**config.mk**
```make
export PLATFORM = sky130hd
export DESIGN_NAME = crm_command_response_framer
export DESIGN_NICKNAME = d
export VERILOG_FILES = /design/src/crm_framer_pkg.sv /design/src/crm_command_response_framer.sv
export VERILOG_INCLUDE_DIRS = /design/src /design/src/src
export SDC_FILE = /design/constraint.sdc
export NUM_CORES = 1
export LEC_CHECK = 0
export BUFFER_PORTS_ARGS = -buffer_cell sky130_fd_sc_hd__buf_2
export CAP_MARGIN = 25
export CELL_PAD_IN_SITES_DETAIL_PLACEMENT = 1
export CELL_PAD_IN_SITES_GLOBAL_PLACEMENT = 2
export CORE_ASPECT_RATIO = 2
export CORE_MARGIN = 3
export CORE_UTILIZATION = 46
export CTS_BUF_LIST = sky130_fd_sc_hd__clkbuf_4 sky130_fd_sc_hd__clkbuf_8 sky130_fd_sc_hd__clkbuf_16
export CTS_CLUSTER_SIZE = 8
export DETAILED_ROUTE_END_ITERATION = 10
export PLACE_DENSITY_LB_ADDON = 0.12
export SLEW_MARGIN = 5
export SYNTH_ARGS = -nofsm -noshare
export SYNTH_HDL_FRONTEND = slang
export SYNTH_SLANG_ARGS = --single-unit
export TNS_END_PERCENT = 30
```
**constraint.sdc**
```tcl
create_clock -name pclk -period 7.65 [get_ports pclk]
set_clock_uncertainty 0.2 [all_clocks]
set_input_delay 0 -clock pclk [delete_from_list [all_inputs] [get_ports pclk]]
set_output_delay 0 -clock pclk [all_outputs]
set_load 0.01 [all_outputs]
```
**src/crm_framer_regs.svh**
```systemverilog
// Register offsets, field positions, reset values and codes of the response framer.
// Assumes APB byte addresses of 12 bits and 32-bit data words.
`ifndef CRM_FRAMER_REGS_SVH
`define CRM_FRAMER_REGS_SVH
`define OFS_ADDR_CFG   12'h000
`define OFS_CMD_POLY   12'h004
`define OFS_RESP_POLY  12'h008
`define OFS_STATUS     12'h00c
`define CRC_SEED       8'hff
`define CRC_POLY_DEF   8'h2f
`define ADDR_CFG_RST   4'h0
`define CMD_READ       4'h0
`define CMD_WRITE      4'h8
`define CMD_PERIODIC_COLLECTION_MODE       4'hb
`define GLOBAL_ADDR    4'h0
`define LAST_BIT       5'd31
`define LAST_NIBBLE    3'd7
`define LAST_CHIP      2'd2
`define STAT_CRC_ERR   0
`define STAT_PERIODIC_COLLECTION_MODE      1
`define STAT_BUSY      2
`define STAT_CMD_LSB   8
`define CHIP_CYCLES_DEF 8
`define MEM_DEPTH_DEF  16
`endif

```
**src/crm_framer_pkg.sv**
```systemverilog
// Types shared by the command and response framer.
// Assumes the constants header is included by the design file.
package crm_framer_pkg;
  typedef struct packed {
    logic [3:0] phys_addr_field;
    logic [3:0] cmd_code;
    logic [7:0] extended_data_field;
    logic [7:0] register_data_field;
    logic [7:0] crc;
  } cmd_frame_t;

  typedef struct packed {
    logic [3:0] phys_addr_field;
    logic [3:0] cmd_code;
    logic [7:0] next_register_data_field;
    logic [7:0] register_data_field;
    logic [7:0] crc;
  } resp_frame_t;

  typedef enum logic [1:0] {
    ST_IDLE = 2'b00,
    ST_LOAD = 2'b01,
    ST_CRC  = 2'b10,
    ST_SEND = 2'b11
  } tx_state_t;
endpackage

```
**src/crm_command_response_framer.sv**
```systemverilog
// Command receiver, register access and tri-level response transmitter with an APB slave.
// Assumes command bits arrive synchronous to pclk, one per cmd_bit_valid pulse.
//
// Overview of operation
// - One master exchanges packets with one addressed slave to read or write registers.
// - Commands act only when their address equals the configured address.
// - CRC check covers all 32 command bits, fed most significant first.
// - The check starts from an all-ones seed, then shifts message and CRC.
// - Zero remainder after the last CRC bit means valid, otherwise failure.
// - Command polynomial is a programmable register defaulting to 0x2f.
// - Response is address, code, upper byte, lower byte, CRC: 32 bits.
// - Response address field carries the configured address.
// - Response code field echoes the received command code.
// - For reads and writes, upper byte is register at address plus one, lower byte at address; code b returns zero.
// - Response CRC covers the message, most significant bit first.
// - Response CRC is seed, 24 message bits, then eight zero bits.
// - Response polynomial is a separate register, default 0x2f, seed all ones.
// - Each response nibble is sent as one three-chip symbol.
// - Chips take level 0, 1 or 2 response current steps.
// - Nibbles map to the fixed sixteen-entry chip table.
// - Each symbol starts non-quiescent and holds at least one level change.
// - Code 0 reads, 8 writes, b enters periodic collection; others ignored.
// - Reads to other addresses, including global zero, are ignored.
// - Reads of unreadable registers return zero data.
`timescale 1ns/1ns
`default_nettype none
`include "crm_framer_regs.svh"

module crm_command_response_framer
  import crm_framer_pkg::*;
#(
  parameter int CHIP_CYCLES = `CHIP_CYCLES_DEF,
  parameter int MEM_DEPTH   = `MEM_DEPTH_DEF
) (
  input  wire logic        pclk,
  input  wire logic        presetn,
  input  wire logic        psel,
  input  wire logic        penable,
  input  wire logic        pwrite,
  input  wire logic [11:0] paddr,
  input  wire logic [31:0] pwdata,
  output var  logic [31:0] prdata,
  output var  logic        pready,
  output var  logic        pslverr,
  input  wire logic        cmd_start,
  input  wire logic        cmd_bit_valid,
  input  wire logic        cmd_bit,
  output var  logic [1:0]  chip_level,
  output var  logic        resp_active,
  output var  logic        crc_error,
  output var  logic        periodic_collection_mode
);

  function automatic logic [7:0] crc_step(input logic [7:0] c, input logic b,
                                          input logic [7:0] poly);
    crc_step = {c[6:0], b} ^ (c[7] ? poly : 8'h00);
  endfunction

  function automatic logic [5:0] symbol_of(input logic [3:0] n);
    case (n)
      4'h0: symbol_of = 6'h14;
      4'h1: symbol_of = 6'h25;
      4'h2: symbol_of = 6'h12;
      4'h3: symbol_of = 6'h22;
      4'h4: symbol_of = 6'h10;
      4'h5: symbol_of = 6'h26;
      4'h6: symbol_of = 6'h16;
      4'h7: symbol_of = 6'h21;
      4'h8: symbol_of = 6'h28;
      4'h9: symbol_of = 6'h24;
      4'ha: symbol_of = 6'h1a;
      4'hb: symbol_of = 6'h29;
      4'hc: symbol_of = 6'h18;
      4'hd: symbol_of = 6'h20;
      4'he: symbol_of = 6'h11;
      default: symbol_of = 6'h19;
    endcase
  endfunction

  logic [3:0]  address_config_register;
  logic [7:0]  cmd_poly_register;
  logic [7:0]  resp_poly_register;
  logic        crc_err_sticky;
  logic [7:0]  mem [MEM_DEPTH];
  logic [31:0] rx_frame;
  logic [7:0]  rx_crc;
  logic [4:0]  rx_cnt;
  logic        rx_open;
  logic        rx_done;
  tx_state_t   state;
  logic [3:0]  tx_cmd;
  logic [7:0]  register_byte_address;
  logic [31:0] tx_frame;
  logic [7:0]  tx_crc;
  logic [4:0]  tx_cnt;
  logic [2:0]  nib_idx;
  logic [1:0]  chip_idx;
  logic [7:0]  chip_div;

  // command fields as sent by the master.
  cmd_frame_t  cmd;
  resp_frame_t resp;
  assign cmd = cmd_frame_t'(rx_frame);

  wire        apb_acc     = psel && penable && !pready;
  wire        apb_done    = psel && penable && pready;
  wire        sel_addr    = paddr == `OFS_ADDR_CFG;
  wire        sel_cpoly   = paddr == `OFS_CMD_POLY;
  wire        sel_rpoly   = paddr == `OFS_RESP_POLY;
  wire        sel_status  = paddr == `OFS_STATUS;
  wire        mapped      = sel_addr || sel_cpoly || sel_rpoly || sel_status;
  wire        wr_done     = apb_done && pwrite;
  wire        rx_last     = cmd_bit_valid && rx_open && rx_cnt == `LAST_BIT;
  wire        crc_ok      = rx_crc == 8'h00;
  wire        addr_ok     = cmd.phys_addr_field == address_config_register;
  wire        is_read     = cmd.cmd_code == `CMD_READ;
  wire        is_write    = cmd.cmd_code == `CMD_WRITE;
  wire        is_periodic_collection_mode     = cmd.cmd_code == `CMD_PERIODIC_COLLECTION_MODE;
  wire        bad_crc     = rx_done && !crc_ok;
  wire        accept      = rx_done && crc_ok && addr_ok && state == ST_IDLE
                            && (is_read || is_write || is_periodic_collection_mode);
  wire [7:0]  wr_addr     = cmd.extended_data_field;
  wire        wr_inrange  = int'(wr_addr) < MEM_DEPTH;
  wire [7:0]  ra_next     = register_byte_address + 8'h01;
  wire        lo_readable = int'(register_byte_address) < MEM_DEPTH;
  wire        hi_readable = int'(ra_next) < MEM_DEPTH;
  wire        tx_data_on  = tx_cmd != `CMD_PERIODIC_COLLECTION_MODE;
  wire [7:0]  next_tx_crc = crc_step(tx_crc, tx_frame[`LAST_BIT - tx_cnt], resp_poly_register);
  wire        chip_tick   = chip_div == 8'(CHIP_CYCLES - 1);
  wire [5:0]  cur_sym     = symbol_of(tx_frame[31:28]);
  wire [1:0]  cur_chip    = chip_idx == 2'd0 ? cur_sym[5:4] :
                            chip_idx == 2'd1 ? cur_sym[3:2] : cur_sym[1:0];
  wire [31:0] status_word = {20'h0, tx_cmd, 5'h0, state != ST_IDLE,
                             periodic_collection_mode, crc_err_sticky};
  wire [31:0] rd_mux      = sel_addr   ? {28'h0, address_config_register} :
                            sel_cpoly  ? {24'h0, cmd_poly_register} :
                            sel_rpoly  ? {24'h0, resp_poly_register} :
                            sel_status ? status_word : 32'h0;

  // upper byte at address plus one; unreadable registers and code b responses read as zero.
  assign resp.phys_addr_field          = address_config_register;
  assign resp.cmd_code                 = tx_cmd;
  assign resp.next_register_data_field = (tx_data_on && hi_readable) ?
                                         mem[ra_next[$clog2(MEM_DEPTH)-1:0]] : 8'h00;
  assign resp.register_data_field      = (tx_data_on && lo_readable) ?
                                         mem[register_byte_address[$clog2(MEM_DEPTH)-1:0]] : 8'h00;
  assign resp.crc                      = 8'h00;

  always_ff @(posedge pclk or negedge presetn) begin
    if (!presetn) begin
      pready  <= 1'b0;
      pslverr <= 1'b0;
      prdata  <= 32'h0;
    end else begin
      pready <= apb_acc;
      if (apb_acc) begin
        pslverr <= !mapped;
        prdata  <= pwrite ? 32'h0 : rd_mux;
      end
    end
  end

  always_ff @(posedge pclk or negedge presetn) begin
    if (!presetn) begin
      address_config_register <= `ADDR_CFG_RST;
      cmd_poly_register       <= `CRC_POLY_DEF;
      resp_poly_register      <= `CRC_POLY_DEF;
    end else if (wr_done) begin
      if (sel_addr) address_config_register <= pwdata[3:0];
      if (sel_cpoly) cmd_poly_register <= pwdata[7:0];
      if (sel_rpoly) resp_poly_register <= pwdata[7:0];
    end
  end

  // nonzero remainder flags an error; a new failure wins over a clear.
  always_ff @(posedge pclk or negedge presetn) begin
    if (!presetn) begin
      crc_err_sticky           <= 1'b0;
      crc_error                <= 1'b0;
      periodic_collection_mode <= 1'b0;
    end else begin
      crc_error <= bad_crc;
      if (bad_crc) crc_err_sticky <= 1'b1;
      else if (wr_done && sel_status && pwdata[`STAT_CRC_ERR]) crc_err_sticky <= 1'b0;
      if (accept && is_periodic_collection_mode) periodic_collection_mode <= 1'b1;
      else if (wr_done && sel_status && pwdata[`STAT_PERIODIC_COLLECTION_MODE]) periodic_collection_mode <= 1'b0;
    end
  end

  // serial check, all-ones seed before each command.
  always_ff @(posedge pclk or negedge presetn) begin
    if (!presetn) begin
      rx_frame <= 32'h0;
      rx_crc   <= `CRC_SEED;
      rx_cnt   <= 5'd0;
      rx_open  <= 1'b0;
      rx_done  <= 1'b0;
    end else begin
      rx_done <= rx_last;
      if (cmd_start) begin
        rx_crc  <= `CRC_SEED;
        rx_cnt  <= 5'd0;
        rx_open <= 1'b1;
      end else if (cmd_bit_valid && rx_open) begin
        rx_frame <= {rx_frame[30:0], cmd_bit};
        rx_crc   <= crc_step(rx_crc, cmd_bit, cmd_poly_register);
        rx_cnt   <= rx_cnt + 5'd1;
        rx_open  <= !rx_last;
      end
    end
  end

  // register write executes only on an accepted command.
  always_ff @(posedge pclk or negedge presetn) begin
    if (!presetn) begin
      for (int i = 0; i < MEM_DEPTH; i++) mem[i] <= 8'h00;
    end else if (accept && is_write && wr_inrange) begin
      mem[wr_addr[$clog2(MEM_DEPTH)-1:0]] <= cmd.register_data_field;
    end
  end

  always_ff @(posedge pclk or negedge presetn) begin
    if (!presetn) begin
      state                 <= ST_IDLE;
      tx_cmd                <= `CMD_READ;
      register_byte_address <= 8'h00;
      tx_frame              <= 32'h0;
      tx_crc                <= `CRC_SEED;
      tx_cnt                <= 5'd0;
      nib_idx               <= 3'd0;
      chip_idx              <= 2'd0;
      chip_div              <= 8'h00;
    end else begin
      unique case (state)
        // only own-address commands with good CRC proceed.
        ST_IDLE: if (accept) begin
          tx_cmd                <= cmd.cmd_code;
          register_byte_address <= cmd.extended_data_field;
          state                 <= ST_LOAD;
        end
        // response layout; written memory is already visible here.
        ST_LOAD: begin
          tx_frame <= resp;
          tx_crc   <= `CRC_SEED;
          tx_cnt   <= 5'd0;
          state    <= ST_CRC;
        end
        // message bits then eight zeros from the cleared CRC byte.
        ST_CRC: begin
          tx_crc <= next_tx_crc;
          tx_cnt <= tx_cnt + 5'd1;
          if (tx_cnt == `LAST_BIT) begin
            tx_frame[7:0] <= next_tx_crc;
            nib_idx       <= 3'd0;
            chip_idx      <= 2'd0;
            chip_div      <= 8'h00;
            state         <= ST_SEND;
          end
        end
        // three chips per nibble, top nibble first.
        ST_SEND: begin
          chip_div <= chip_tick ? 8'h00 : chip_div + 8'h01;
          if (chip_tick) begin
            chip_idx <= chip_idx == `LAST_CHIP ? 2'd0 : chip_idx + 2'd1;
            if (chip_idx == `LAST_CHIP) begin
              tx_frame <= {tx_frame[27:0], 4'h0};
              nib_idx  <= nib_idx + 3'd1;
              if (nib_idx == `LAST_NIBBLE) state <= ST_IDLE;
            end
          end
        end
      endcase
    end
  end

  // level drive follows the symbol table one cycle late.
  always_ff @(posedge pclk or negedge presetn) begin
    if (!presetn) begin
      chip_level  <= 2'd0;
      resp_active <= 1'b0;
    end else begin
      chip_level  <= state == ST_SEND ? cur_chip : 2'd0;
      resp_active <= state == ST_SEND;
    end
  end
endmodule // crm_command_response_framer

`default_nettype wire

```
=== Yosys cells after proc, flatten, opt, wreduce, memory -nomap -nowiden ===
Memories as Yosys holds them, arrays and structs flattened.
Cells that the tools add are included.

* Add/sub/neg operators: 7
* Magnitude comparators: 8
* Equal/unequal tests: 21
* Muxes and demuxes: 57
* Bitwise gates (word level): 6
* Reductions and logical operators: 53

{| class="wikitable"
|+ Operators with widths
! cell !! number
|-
| 128-bit bitwise mux || 1
|-
| 8-bit two-way mux || 14
|-
| 8-bit binary-select mux with 4-bit select || 2
|-
| 32-bit two-way mux || 2
|-
| 12-bit two-way mux || 5
|-
| 24-bit one-hot mux with 2 select lines || 1
|-
| 8-bit demux with 4-bit select || 1
|-
| 8-bit one-hot mux with 2 select lines || 2
|-
| 12-bit by 4-bit equality test with 1-bit output (second input constant) || 2
|-
| 8-bit by 5-bit less-than comparator with 1-bit output (second input constant) || 3
|-
| 8-bit one-hot mux with 3 select lines || 1
|-
| 2-bit two-way mux || 11
|-
| 1-bit logical AND || 20
|-
| 8-bit by 1-bit adder with 8-bit output (second input constant) || 2
|-
| 8-bit bitwise XOR || 2
|-
| 5-bit greater-or-equal comparator (second input constant) || 3
|-
| 4-bit inverter with 5-bit output || 3
|-
| 2-bit nonzero test || 7
|-
| 12-bit by 3-bit equality test with 1-bit output (second input constant) || 1
|-
| 12-bit logical NOT || 1
|-
| 2-bit AND reduction || 6
|-
| 5-bit by 1-bit adder with 5-bit output (second input constant) || 2
|-
| 5-bit equality test (second input constant) || 2
|-
| 5-bit two-way mux || 2
|-
| other kinds (30) || 56
|}

* Register bits after elaboration: 307
* ROM bits: 96
* Memories: 1

{| class="wikitable"
|+ Memory list
! memory !! words !! width !! rd ports !! clocked after memory_dff !! write ports !! RTL line !! text
|-
| (no name shown) || 16 || 6 || 1 || 0 || 0 || crm_command_response_framer.sv:60 || <nowiki>case (n)</nowiki>
|}

=== Depth between registers and ports, before layout ===
Gate-level depths: netlist of the first run.

* Depth in word-level cells: 7
* Mapped depth: 8

=== Least setup slack after synthesis of the first run ===
Ideal clock, no wire load.

* Path kind: register to register
* From: reg rx_crc[7]
* To: reg mem[72] in the netlist's numbering
* Setup time: 0.125 ns
* Data arrival time: 2.456 ns
* Required time: 7.325 ns
* Slack: 4.870 ns
* Cell stages (with the launch flop): 8
* Path buffers: 2
* Period minus slack after synthesis: 2.780 ns
* Cells stage by stage: dfstp_2 > nor4_1 > nand2_1 > or4_4 > buf_6 > buf_6 > nor4_4 > mux2_2

* Longest elaborated chain between the ends: 7

{| class="wikitable"
|+ RTL lines
! element !! RTL line !! text
|-
| start: declaration || crm_command_response_framer.sv:86 || <nowiki>logic [7:0] rx_crc;</nowiki>
|-
| start signal: assignment || crm_command_response_framer.sv:194 || <nowiki>rx_crc <= `CRC_SEED;</nowiki>
|-
| start signal: assignment || crm_command_response_framer.sv:201 || <nowiki>rx_crc <= `CRC_SEED;</nowiki>
|-
| start signal: assignment || crm_command_response_framer.sv:206 || <nowiki>rx_crc <= crc_step(rx_crc, cmd_bit, cmd_poly_register);</nowiki>
|-
| 8-bit logical NOT || crm_command_response_framer.sv:114 || <nowiki>wire crc_ok = rx_crc == 8'h00;</nowiki>
|-
| 1-bit logical AND (3 in a row) || crm_command_response_framer.sv:120 || <nowiki>wire accept = rx_done && crc_ok && addr_ok && state == ST_IDLE</nowiki>
|-
| 1-bit logical AND || crm_command_response_framer.sv:121 || <nowiki>&& (is_read || is_write || is_periodic_collection_mode);</nowiki>
|-
| 1-bit logical AND (2 in a row) || crm_command_response_framer.sv:217 || <nowiki>end else if (accept && is_write && wr_inrange) begin</nowiki>
|-
| end signal: indexed assignment || crm_command_response_framer.sv:218 || <nowiki>mem[wr_addr[$clog2(MEM_DEPTH)-1:0]] <= cmd.register_data_field;</nowiki>
|-
| end: declaration || crm_command_response_framer.sv:84 || <nowiki>logic [7:0] mem [MEM_DEPTH];</nowiki>
|}

Every way passes these cells.
A chain may end at the register's enable or synchronous reset.

=== Worst setup path after layout of the first run ===
* From: in paddr[8]
* To: reg address_config_register[2]

* Longest elaborated chain between the ends: 2

{| class="wikitable"
|+ RTL lines
! element !! RTL line !! text
|-
| start: declaration || crm_command_response_framer.sv:40 || <nowiki>input wire logic [11:0] paddr,</nowiki>
|-
| 12-bit logical NOT (no source line) || - ||
|-
| 2-bit AND reduction (no source line) || - ||
|-
| end signal: assignment || crm_command_response_framer.sv:165 || <nowiki>address_config_register <= `ADDR_CFG_RST;</nowiki>
|-
| end signal: assignment || crm_command_response_framer.sv:169 || <nowiki>if (sel_addr) address_config_register <= pwdata[3:0];</nowiki>
|-
| end: declaration || crm_command_response_framer.sv:80 || <nowiki>logic [3:0] address_config_register;</nowiki>
|}

Every way passes these cells.

==> impl_metrics.py, run 1 <==
metrics = {
    "routing": {
        "vias_per_cell": 5.90,
        "post-route-drc-count": 0,
        "first_pass_iters": 4,
        "ant_nets": 0,
        "avgRoutedWirePerCell_um": 23.6,
        "finalWirelength_mm": 39.8,
        "drt_iter0_markers": 461,
        "dr_total_vias": 9932,
    },
    "global_routing": {
        "antenna_found_initial": 0,
        "overflow": 0,
        "grt_usage": 0.237,
        "grt_pass1_wl_mm": 63.9,
        "grt_max_degree": 90,
        "grt_pass1_vias": 11000,
    },
    "layout": {
        "area_growth_syn_to_layout_pct": 13.9,
        "seq_area_sq_um": 7220,
        "n_antenna_cell": 0,
        "fill_cells": 3268,
        "final_layout_size_suffix_gt1_frac": 0.366,
        "multi_input_area_sq_um": 7310,
        "final_nets": 1314,
        "final_cells": 1684,
    },
    "timing": {
        "finalCriticalPeriod_ns": 3.70,
        "fin_crit_sh": 0.483,
        "final-max-slew-violation-count": 0,
        "hold_viol_final": 0,
        "final.setup.worst_slack_ns": 3.95,
        "fmax_ghz": 0.271,
        "rsz0062_at_grt": "false",
        "tns_ns": 0,
        "worst_pin_slew_ns": 1.01,
        "setup_viol": 0,
        "relSlewSlack": 0.318,
        "finalHoldWorstSlack_ns": 0.0476,
    },
    "clock_network": {
        "cts_buffer_depth": 3,
        "cts-root-buf": "clkbuf_16",
        "cts_made_buffers": 41,
        "cts_resized": 0,
        "clock_latency_ns": 0.54,
        "cts.htree.levels": 2,
        "cts_sinks": 287,
        "cts_tree": "built",
        "clkTransAtPathRegs_ns": 0.05,
    },
    "die": {
        "initial_core_util": 0.470,
        "die_h_um": 261,
        "chipWidth_um": 133,
        "die-area_sq_um": 34800,
        "io_pins": 91,
        "fp.coreArea_sq_um": 31800,
        "row_count": 92,
    },
    "place": {
        "place_ws_ns": 4.16,
        "dp_hpwl_mm": 27.8,
        "place_congestion": 0.818,
        "dp.cells": 1594,
        "portBuffers": 46,
    },
    "synthesis": {
        "yosysSeqAreaShare": 0.483,
        "syn_area_sq_um": 14900,
        "avgSynthCellArea_sq_um": 12.6,
        "synthFlopType": "dfrtp_1",
        "async_flop_share": 1.00,
        "synth_seq_cells": 287,
        "synth_edf_count": 0,
        "yosys_warnings": 0,
        "synth_cell_types": 66,
        "synth_cells": 1182,
    },
    "power_and_ir_drop": {
        "peakVddDrop_uv": 195,
        "p_leak_nw": 7.63,
        "power_density_nw_per_um2": 207,
    },
    "run_status": {
        "status": "complete, no violations",
    },
    "setup_path": {
        "arrival_ns": 3.90,
        "path_max_fanout": 6,
        "worst_setup_path_end_kind": "flip-flop",
        "crit_required_ns": 7.86,
        "startpoint_type": "input pin",
        "critical_path_class": "in2reg",
    },
    "hold_path": {
        "hp-class": "in2reg",
    },
    "job": {
        "drv_cap": 0,
    },
}
## layout by cell type, fill, tap and decap left out, types with 20 or more instances in the layout
cell / count
a21oi_1: 48
buf_2: 46
clkbuf_16: 42
conb_1: 20
dfrtp_1: 260
dfstp_2: 26
dlygate4sd3_1: 29
mux2_2: 206
mux4_2: 74
nand2_1: 102
nand3_1: 35
nor2_1: 58
o21ai_0: 37
## flip-flops by register name (all words and copies together), names as in the netlist, 5 cells and up
signal	count
chip_div	8
cmd	32
cmd_poly_register	8
mem	128
prdata	12
register_byte_address	8
resp_poly_register	8
rx_cnt	5
rx_crc	8
tx_cnt	5
tx_crc	8
tx_frame	32
## power breakdown
part | switching, W | total [W] | internal (W)
logic | 0.0000801 | 0.000142 | 0.0000616
clock network | 0.000650 | 0.00170 | 0.00105
registers | 0.000111 | 0.00167 | 0.00156
## layout make-up
cell class,count,share of cell area
Sequential cell,287,0.425
Inverter,18,0.00397
Timing Repair Buffer,93,0.0406
Multi-Input combinational cell,804,0.430
Clock inverter,1,0.000957
Tap cell,423,0.0311
Clock buffer,58,0.0689
## synth_stat cells (all sizes together), types with 2 or more instances
| master | instances | area share |
|---|---|---|
| xnor2 | 7 | 0.0041 |
| mux2 | 206 | 0.16 |
| a21oi | 48 | 0.016 |
| mux2i | 17 | 0.011 |
| ha | 17 | 0.014 |
| o31ai | 5 | 0.0025 |
| and3 | 15 | 0.0063 |
| o21ai | 37 | 0.012 |
| dfstp | 26 | 0.046 |
| or2 | 7 | 0.0029 |
| a211oi | 2 | 0.0010 |
| nor2 | 58 | 0.015 |
| or3 | 3 | 0.0013 |
| a211o | 7 | 0.0041 |
| a32oi | 8 | 0.0047 |
| or4 | 3 | 0.0018 |
| nand3 | 35 | 0.012 |
| a221oi | 2 | 0.0012 |
| inv | 16 | 0.0040 |
| clkbuf | 53 | 0.013 |
| nor3b | 2 | 0.0010 |
| xor2 | 11 | 0.0065 |
| nor4 | 20 | 0.023 |
| o21bai | 3 | 0.0015 |
| o22ai | 2 | 0.00084 |
| nand4 | 6 | 0.0025 |
| o221ai | 2 | 0.0012 |
| a22o | 6 | 0.0035 |
| clkinv | 2 | 0.00050 |
| nand2 | 102 | 0.026 |
| o211ai | 9 | 0.0045 |
| a311oi | 2 | 0.0012 |
| o2111ai | 3 | 0.0018 |
| a21o | 2 | 0.0010 |
| nor2b | 8 | 0.0034 |
| buf | 39 | 0.016 |
| nor3 | 12 | 0.0044 |
| mux4 | 74 | 0.11 |
| dfrtp | 261 | 0.44 |
| a22oi | 9 | 0.0045 |
| a31oi | 5 | 0.0021 |
| nand2b | 10 | 0.0042 |
| and2 | 3 | 0.0013 |
## path summary, 6_finish.rpt
check / startpoint / end / slack, ns / cells after the start
max in group asynchronous: presetn / register_byte_address[0] / 5.80 / 4
max: paddr[8] / address_config_register[2] / 3.95 / 10
min in group asynchronous: presetn / resp_poly_register[5] / 0.46 / 3
min: pwdata[6] / resp_poly_register[6] / 0.05 / 3
min reg2reg: prdata[2] / prdata[2] / 0.26 / 2
max reg2reg: rx_crc[7] / mem[78] / 4.07 / 5
## per-stage QoR
stage	utilization	total power, W	instance area, sq um
2_1_floorplan	-	0.00174	15000
6_report	0.535	0.00352	17000
5_1_grt	0.535	0.00365	17000
3_3_place_gp	0.487	0.00182	15500
4_1_cts	0.535	0.00357	17000
3_5_place_dp	0.487	0.00183	15500
## critical path, cell delays in order
cell and delay (ns):
dlygate4sd3_1 0.55, buf_2 0.13, nor4_1 0.20, dlygate4sd3_1 0.60, nand3_1 0.13, dlygate4sd3_1 0.60
or3_1 0.41, nor2_1 0.35, mux2_2 0.38, dlygate4sd3_1 0.56
## cell families after synthesis
kind of cell / share of synthesized area
and+or+nand+nor: 0.108
AOI/OAI and AO/OA: 0.0708
adders and majority gates: 0.0143
muxes: 0.279
xor gates and xnor gates: 0.0106
DFF: 0.483
other: 0.000251
buffers and inverters: 0.0340
## layer usage
layer	global-route usage	up-vias	wire length, um
met5	0	-	0
met4	0.114	0	2130
met3	0.0299	100	1150
met2	0.463	204	22500
met1	0.245	5162	14100
li1	-	4466	-
## repair_timing
action | in CTS | in global routing
setup buffers | 0 | 0
hold endpoints to repair | 157 | 0
hold buffers | 30 | 0
No activity file was read; power rests on OpenSTA's default activity.
==> run 2, diff against run 1 <==
- CORE_UTILIZATION: 46 -> 39
- clock period: 7.65 -> 3.3 ns (I/O delays scaled with it)
==> run 2 against run 1 <==
  * Final area up 2.5%
  * Global-route usage shrank 2.2 points
  * Worst hold slack worse by 0.011 ns
  * Critical path type is now reg2reg
==> impl_metrics.py, run 2 (synthesis results as in run 1) <==
metrics = {
    "run_status": {
        "status": "complete, no violations",
    },
    "layout": {
        "fill_cells": 3856,
        "layout_commonest_cell": "dfrtp_1",
        "utilization": 0.464,
        "n_antenna_cell": 0,
        "largest_register_ffs": 128,
        "largest_register": "mem",
        "layout_common_cells": "260 x dfrtp_1, 206 x mux2_2, 102 x nand2_1",
        "final_nets": 1342,
        "final_layout_size_suffix_gt1_frac": 0.381,
        "area_growth_syn_to_layout_pct": 16.7,
        "final_cells": 1749,
    },
    "place": {
        "place_ws_ns": 0.240,
        "dp_hpwl_mm": 30.0,
        "place_congestion": 0.794,
        "portBuffers": 46,
        "dp.cells": 1663,
    },
    "setup_path": {
        "path_max_fanout": 16,
        "rr_worst_depth": 8,
        "worst_setup_path_end_kind": "flip-flop",
        "crit_required_ns": 3.51,
        "startpoint_type": "flip-flop",
        "arrival_ns": 3.20,
        "critical_path_class": "reg2reg",
    },
    "routing": {
        "drt_iter0_markers": 402,
        "post-route-drc-count": 0,
        "finalWirelength_mm": 42.4,
        "vias_per_cell": 5.72,
        "dr_total_vias": 10000,
        "ant_nets": 0,
        "avgRoutedWirePerCell_um": 24.3,
        "first_pass_iters": 4,
    },
    "global_routing": {
        "antenna_found_initial": 0,
        "grt_max_degree": 79,
        "overflow": 0,
        "grt_usage": 0.215,
        "grt_pass1_vias": 11300,
        "grt_pass1_wl_mm": 66.7,
    },
    "power_and_ir_drop": {
        "p_leak_nw": 7.83,
        "peakVddDrop_uv": 375,
        "p_int_w": 0.00617,
        "seqPwrFrac": 0.477,
        "p_clk_frac": 0.481,
        "combPwrFrac": 0.042,
        "switching_share": 0.242,
        "p_switching_w": 0.00197,
        "power_density_nw_per_um2": 467,
    },
    "clock_network": {
        "cts_resized": 0,
        "cts-root-buf": "clkbuf_16",
        "cts_buffer_depth": 3,
        "cts.htree.levels": 2,
        "clkTransAtPathRegs_ns": 0.05,
        "cts_sinks": 287,
        "clock_latency_ns": 0.53,
        "cts_tree": "built",
        "cts_made_buffers": 41,
    },
    "die": {
        "fp.coreArea_sq_um": 37500,
        "die-area_sq_um": 40800,
        "chipWidth_um": 144,
        "initial_core_util": 0.398,
        "row_count": 100,
        "io_pins": 91,
        "die_h_um": 283,
    },
    "timing": {
        "final-max-slew-violation-count": 0,
        "fin_crit_sh": 0.907,
        "rsz0062_at_grt": "false",
        "worst_pin_slew_ns": 0.853,
        "relSlewSlack": 0.427,
        "finalCriticalPeriod_ns": 2.99,
        "hold_viol_final": 0,
        "fmax_ghz": 0.334,
        "final.setup.worst_slack_ns": 0.307,
        "tns_ns": 0,
        "finalHoldWorstSlack_ns": 0.0363,
        "setup_viol": 0,
    },
    "hold_path": {
        "hold_depth": 6,
        "hp-class": "in2reg",
    },
    "job": {
        "drv_cap": 0,
    },
}
run 2: cell types whose count changed in the layout (fill, tap and decap cells not counted), sizes merged:
cell,change
inv,+2
buf,+32
dlygate4sd3,-4
clkinv,-1
run 2: worst paths after layout:
| path | from | to | slack, ns |
|---|---|---|---|
| worst max register to register | state[0] | mem[86] | 0.31 |
| max in group asynchronous | presetn | mem[59] | 2.00 |
| worst min-delay path | paddr[8] | prdata[2] | 0.04 |
| worst min register to register | prdata[2] | prdata[2] | 0.26 |
| worst max-delay path | state[0] | mem[86] | 0.31 |
| min in group asynchronous | presetn | cmd_poly_register[5] | 0.45 |
run 2: area by class of cell:
cell class / instances / area, sq um / area share
multi-input cells: 804 / 7290 / 0.419
flip-flops and latches: 287 / 7220 / 0.414
clock buffers: 58 / 1150 / 0.0662
repair buffers: 121 / 1100 / 0.0629
well taps: 459 / 574 / 0.0330
inverters: 18 / 67.6 / 0.00388
clock inverters: 2 / 17.5 / 0.00101
run 2: metrics by stage:
step           cell area (sq um)  power (W)
6_report                   17400    0.00814
5_1_grt                    17400    0.00851
4_1_cts                    17400    0.00829
3_5_place_dp               16000    0.00427
3_3_place_gp               16000    0.00425
2_1_floorplan              15000    0.00404
run 2: metal layers:
| metal | routed length (um) | track usage | part of all wire | vias up |
|---|---|---|---|---|
| li1 | - | - | - | 4512 |
| met1 | 14500 | 0.216 | 0.34 | 5247 |
| met2 | 25000 | 0.432 | 0.59 | 178 |
| met3 | 1120 | 0.0245 | 0.026 | 72 |
| met4 | 1840 | 0.0874 | 0.043 | 0 |
| met5 | 0 | 0 | 0 | - |
run 2: critical path, cell delays in order, from the launching register on:
cell and delay (ns):
dfrtp_1 0.40, inv_1 0.11, ha_1 0.34, nand3b_1 0.14
or4_4 0.45, buf_4 0.28, nor4_4 0.38, buf_12 0.19
mux2_2 0.35
run 2: repair_timing:
action                                 CTS  global route
setup buffers                            0             0
hold buffers                            26             0
endpoints found under the hold margin  319             0
run 2: power groups by stage:
| stage | registers, W | clock network, W | logic (W) |
|---|---|---|---|
| finish | 0.00388 | 0.00391 | 0.000341 |
| detailed placement | 0.00394 | 0 | 0.000325 |
| global route | 0.00391 | 0.00421 | 0.000384 |
| floorplan | 0.00377 | 0 | 0.000278 |
| global placement | 0.00393 | 0 | 0.000314 |
| CTS | 0.00389 | 0.00405 | 0.000351 |
==> run 3, diff against run 2 <==
- CELL_PAD_IN_SITES_GLOBAL_PLACEMENT: 2 -> 1
- CORE_UTILIZATION: 39 -> 30
- RECOVER_POWER: unset -> 100
==> run 3 against run 2 <==
  * The run now ends with max-capacitance violations, max-slew violations left
  * Combinational power barely moved
  * Critical endpoint is now mem[22]
  * Die area rose by 29%
  * Global-route usage fell by 3.9 points
  * Power rose by 1.9%
  * Highest routed layer unchanged
  * Wire length rose by 6.9%
==> impl_metrics.py, run 3 (synthesis results as in run 1) <==
metrics = {
    "global_routing": {
        "use_met1": 0.171,
        "grt_util_met3": 0.0196,
        "overflow": 0,
        "grt_usage": 0.176,
        "grt_pass1_vias": 11200,
        "busiest_layer": "met2",
        "grt_use_met2": 0.366,
        "antenna_found_initial": 0,
        "grt_max_degree": 68,
        "grt_pass1_wl_mm": 70.0,
    },
    "timing": {
        "finalCriticalPeriod_ns": 3.08,
        "worst_pin_slew_ns": 1.74,
        "final-max-slew-violation-count": 54,
        "rsz0062_at_grt": "false",
        "hold_viol_final": 0,
        "finalHoldWorstSlack_ns": 0.0542,
        "setup_viol": 0,
        "fmax_ghz": 0.325,
        "final.setup.worst_slack_ns": 0.222,
        "relSlewSlack": -0.160,
        "fin_crit_sh": 0.933,
        "tns_ns": 0,
    },
    "setup_path": {
        "crit_slowest_cell": "or4_1",
        "path_max_fanout": 16,
        "worst_setup_path_end_kind": "flip-flop",
        "slowest_delay_ns": 0.60,
        "crit_required_ns": 3.51,
        "crit_chain": "nor4_1 -> nand2_1 -> or4_1 -> buf_4 -> nor4_1 -> buf_4 -> mux2_2",
        "critical_path_class": "reg2reg",
        "startpoint_type": "flip-flop",
        "arrival_ns": 3.29,
    },
    "power_and_ir_drop": {
        "p_leak_nw": 7.72,
        "peakVddDrop_uv": 339,
        "p_switching_w": 0.00203,
        "combPwrFrac": 0.041,
        "p_clk_frac": 0.491,
        "power_density_nw_per_um2": 471,
        "switching_share": 0.245,
        "seqPwrFrac": 0.468,
        "p_int_w": 0.00626,
    },
    "layout": {
        "final_cells": 1937,
        "area_growth_syn_to_layout_pct": 18.0,
        "final_nets": 1345,
        "n_antenna_cell": 0,
        "largest_register_ffs": 128,
        "final_layout_size_suffix_gt1_frac": 0.355,
        "layout_common_cells": "260 x dfrtp_1, 205 x mux2_2, 102 x nand2_1",
        "layout_commonest_cell": "dfrtp_1",
        "fill_cells": 5279,
        "largest_register": "mem",
    },
    "routing": {
        "avgRoutedWirePerCell_um": 23.4,
        "first_pass_iters": 6,
        "dr_total_vias": 9985,
        "drt_iter0_markers": 371,
        "vias_per_cell": 5.15,
        "finalWirelength_mm": 45.3,
        "ant_nets": 0,
        "post-route-drc-count": 0,
    },
    "clock_network": {
        "cts_buffer_depth": 3,
        "cts_sinks": 287,
        "cts-root-buf": "clkbuf_16",
        "cts_tree": "built",
        "cts_made_buffers": 41,
        "clock_latency_ns": 0.55,
        "cts.htree.levels": 2,
        "cts_setup_buffers": 0,
        "clkTransAtPathRegs_ns": 0.06,
    },
    "hold_path": {
        "hp-class": "in2reg",
    },
    "job": {
        "drv_cap": 1,
    },
    "place": {
        "portBuffers": 46,
        "dp_hpwl_mm": 32.2,
        "place_ws_ns": 0.223,
        "dp.cells": 1847,
        "place_congestion": 0.773,
    },
    "die": {
        "io_pins": 91,
        "die-area_sq_um": 52600,
        "row_count": 115,
        "initial_core_util": 0.303,
        "fp.coreArea_sq_um": 49200,
        "chipWidth_um": 164,
        "die_h_um": 321,
    },
    "run_status": {
        "violations": "max-capacitance violations, max-slew violations",
        "status": "finished with violations",
    },
}
[run 3: critical path, delay by kind of cell (launching register included)]
kind	cells	cell delay, ns
buf+inv	2	0.56
simple gates	4	1.45
mux	1	0.36
flops	1	0.38
[run 3: final cells by class]
class                           count  area [sq um]  area share
Clock buffer                       60          1200      0.0684
Clock inverter                      1          8.76    0.000498
Inverter                           18          67.6     0.00384
Multi-Input combinational cell    804          7250       0.412
Sequential cell                   287          7220       0.410
Tap cell                          643           805      0.0457
Timing Repair Buffer              124          1050      0.0599
[run 3: final timing paths]
path / start / endpoint / slack (ns) / cells after the start
worst max-delay path: rx_crc[5] / mem[22] / 0.22 / 7
worst min register to register: prdata[2] / prdata[2] / 0.27 / 2
worst min-delay path: paddr[4] / prdata[1] / 0.05 / 6
min in group asynchronous: presetn / tx_frame[20] / 0.83 / 3
worst max register to register: rx_crc[5] / mem[22] / 0.22 / 7
max in group asynchronous: presetn / cmd[29] / 0.65 / 4
[run 3: metrics by stage]
step	util	instance area (sq um)	total power, W
4_1_cts	0.360	17700	0.00849
3_3_place_gp	0.329	16200	0.00427
5_1_grt	0.358	17600	0.00868
6_report	0.358	17600	0.00829
2_1_floorplan	-	15000	0.00404
3_5_place_dp	0.330	16200	0.00428
[run 3: repair_timing]
item	CTS	global route
gates resized for setup	0	0
endpoints found under the hold margin	247	0
hold buffers	29	0
endpoints found under the setup margin	0	0
[run 3: per-layer routing]
metal  vias up  share of wire
met2       148           0.60
li1       4521              -
met5         -              0
met3        77          0.022
met4         0          0.035
met1      5239           0.35
[run 3: power groups by stage]
stage	combinational (W)	sequential [W]	clock, W
after floorplan	0.000278	0.00377	0
after global placement	0.000321	0.00395	0
after detailed placement	0.000330	0.00395	0
after CTS	0.000357	0.00389	0.00425
after global routing	0.000382	0.00391	0.00439
final	0.000340	0.00388	0.00407
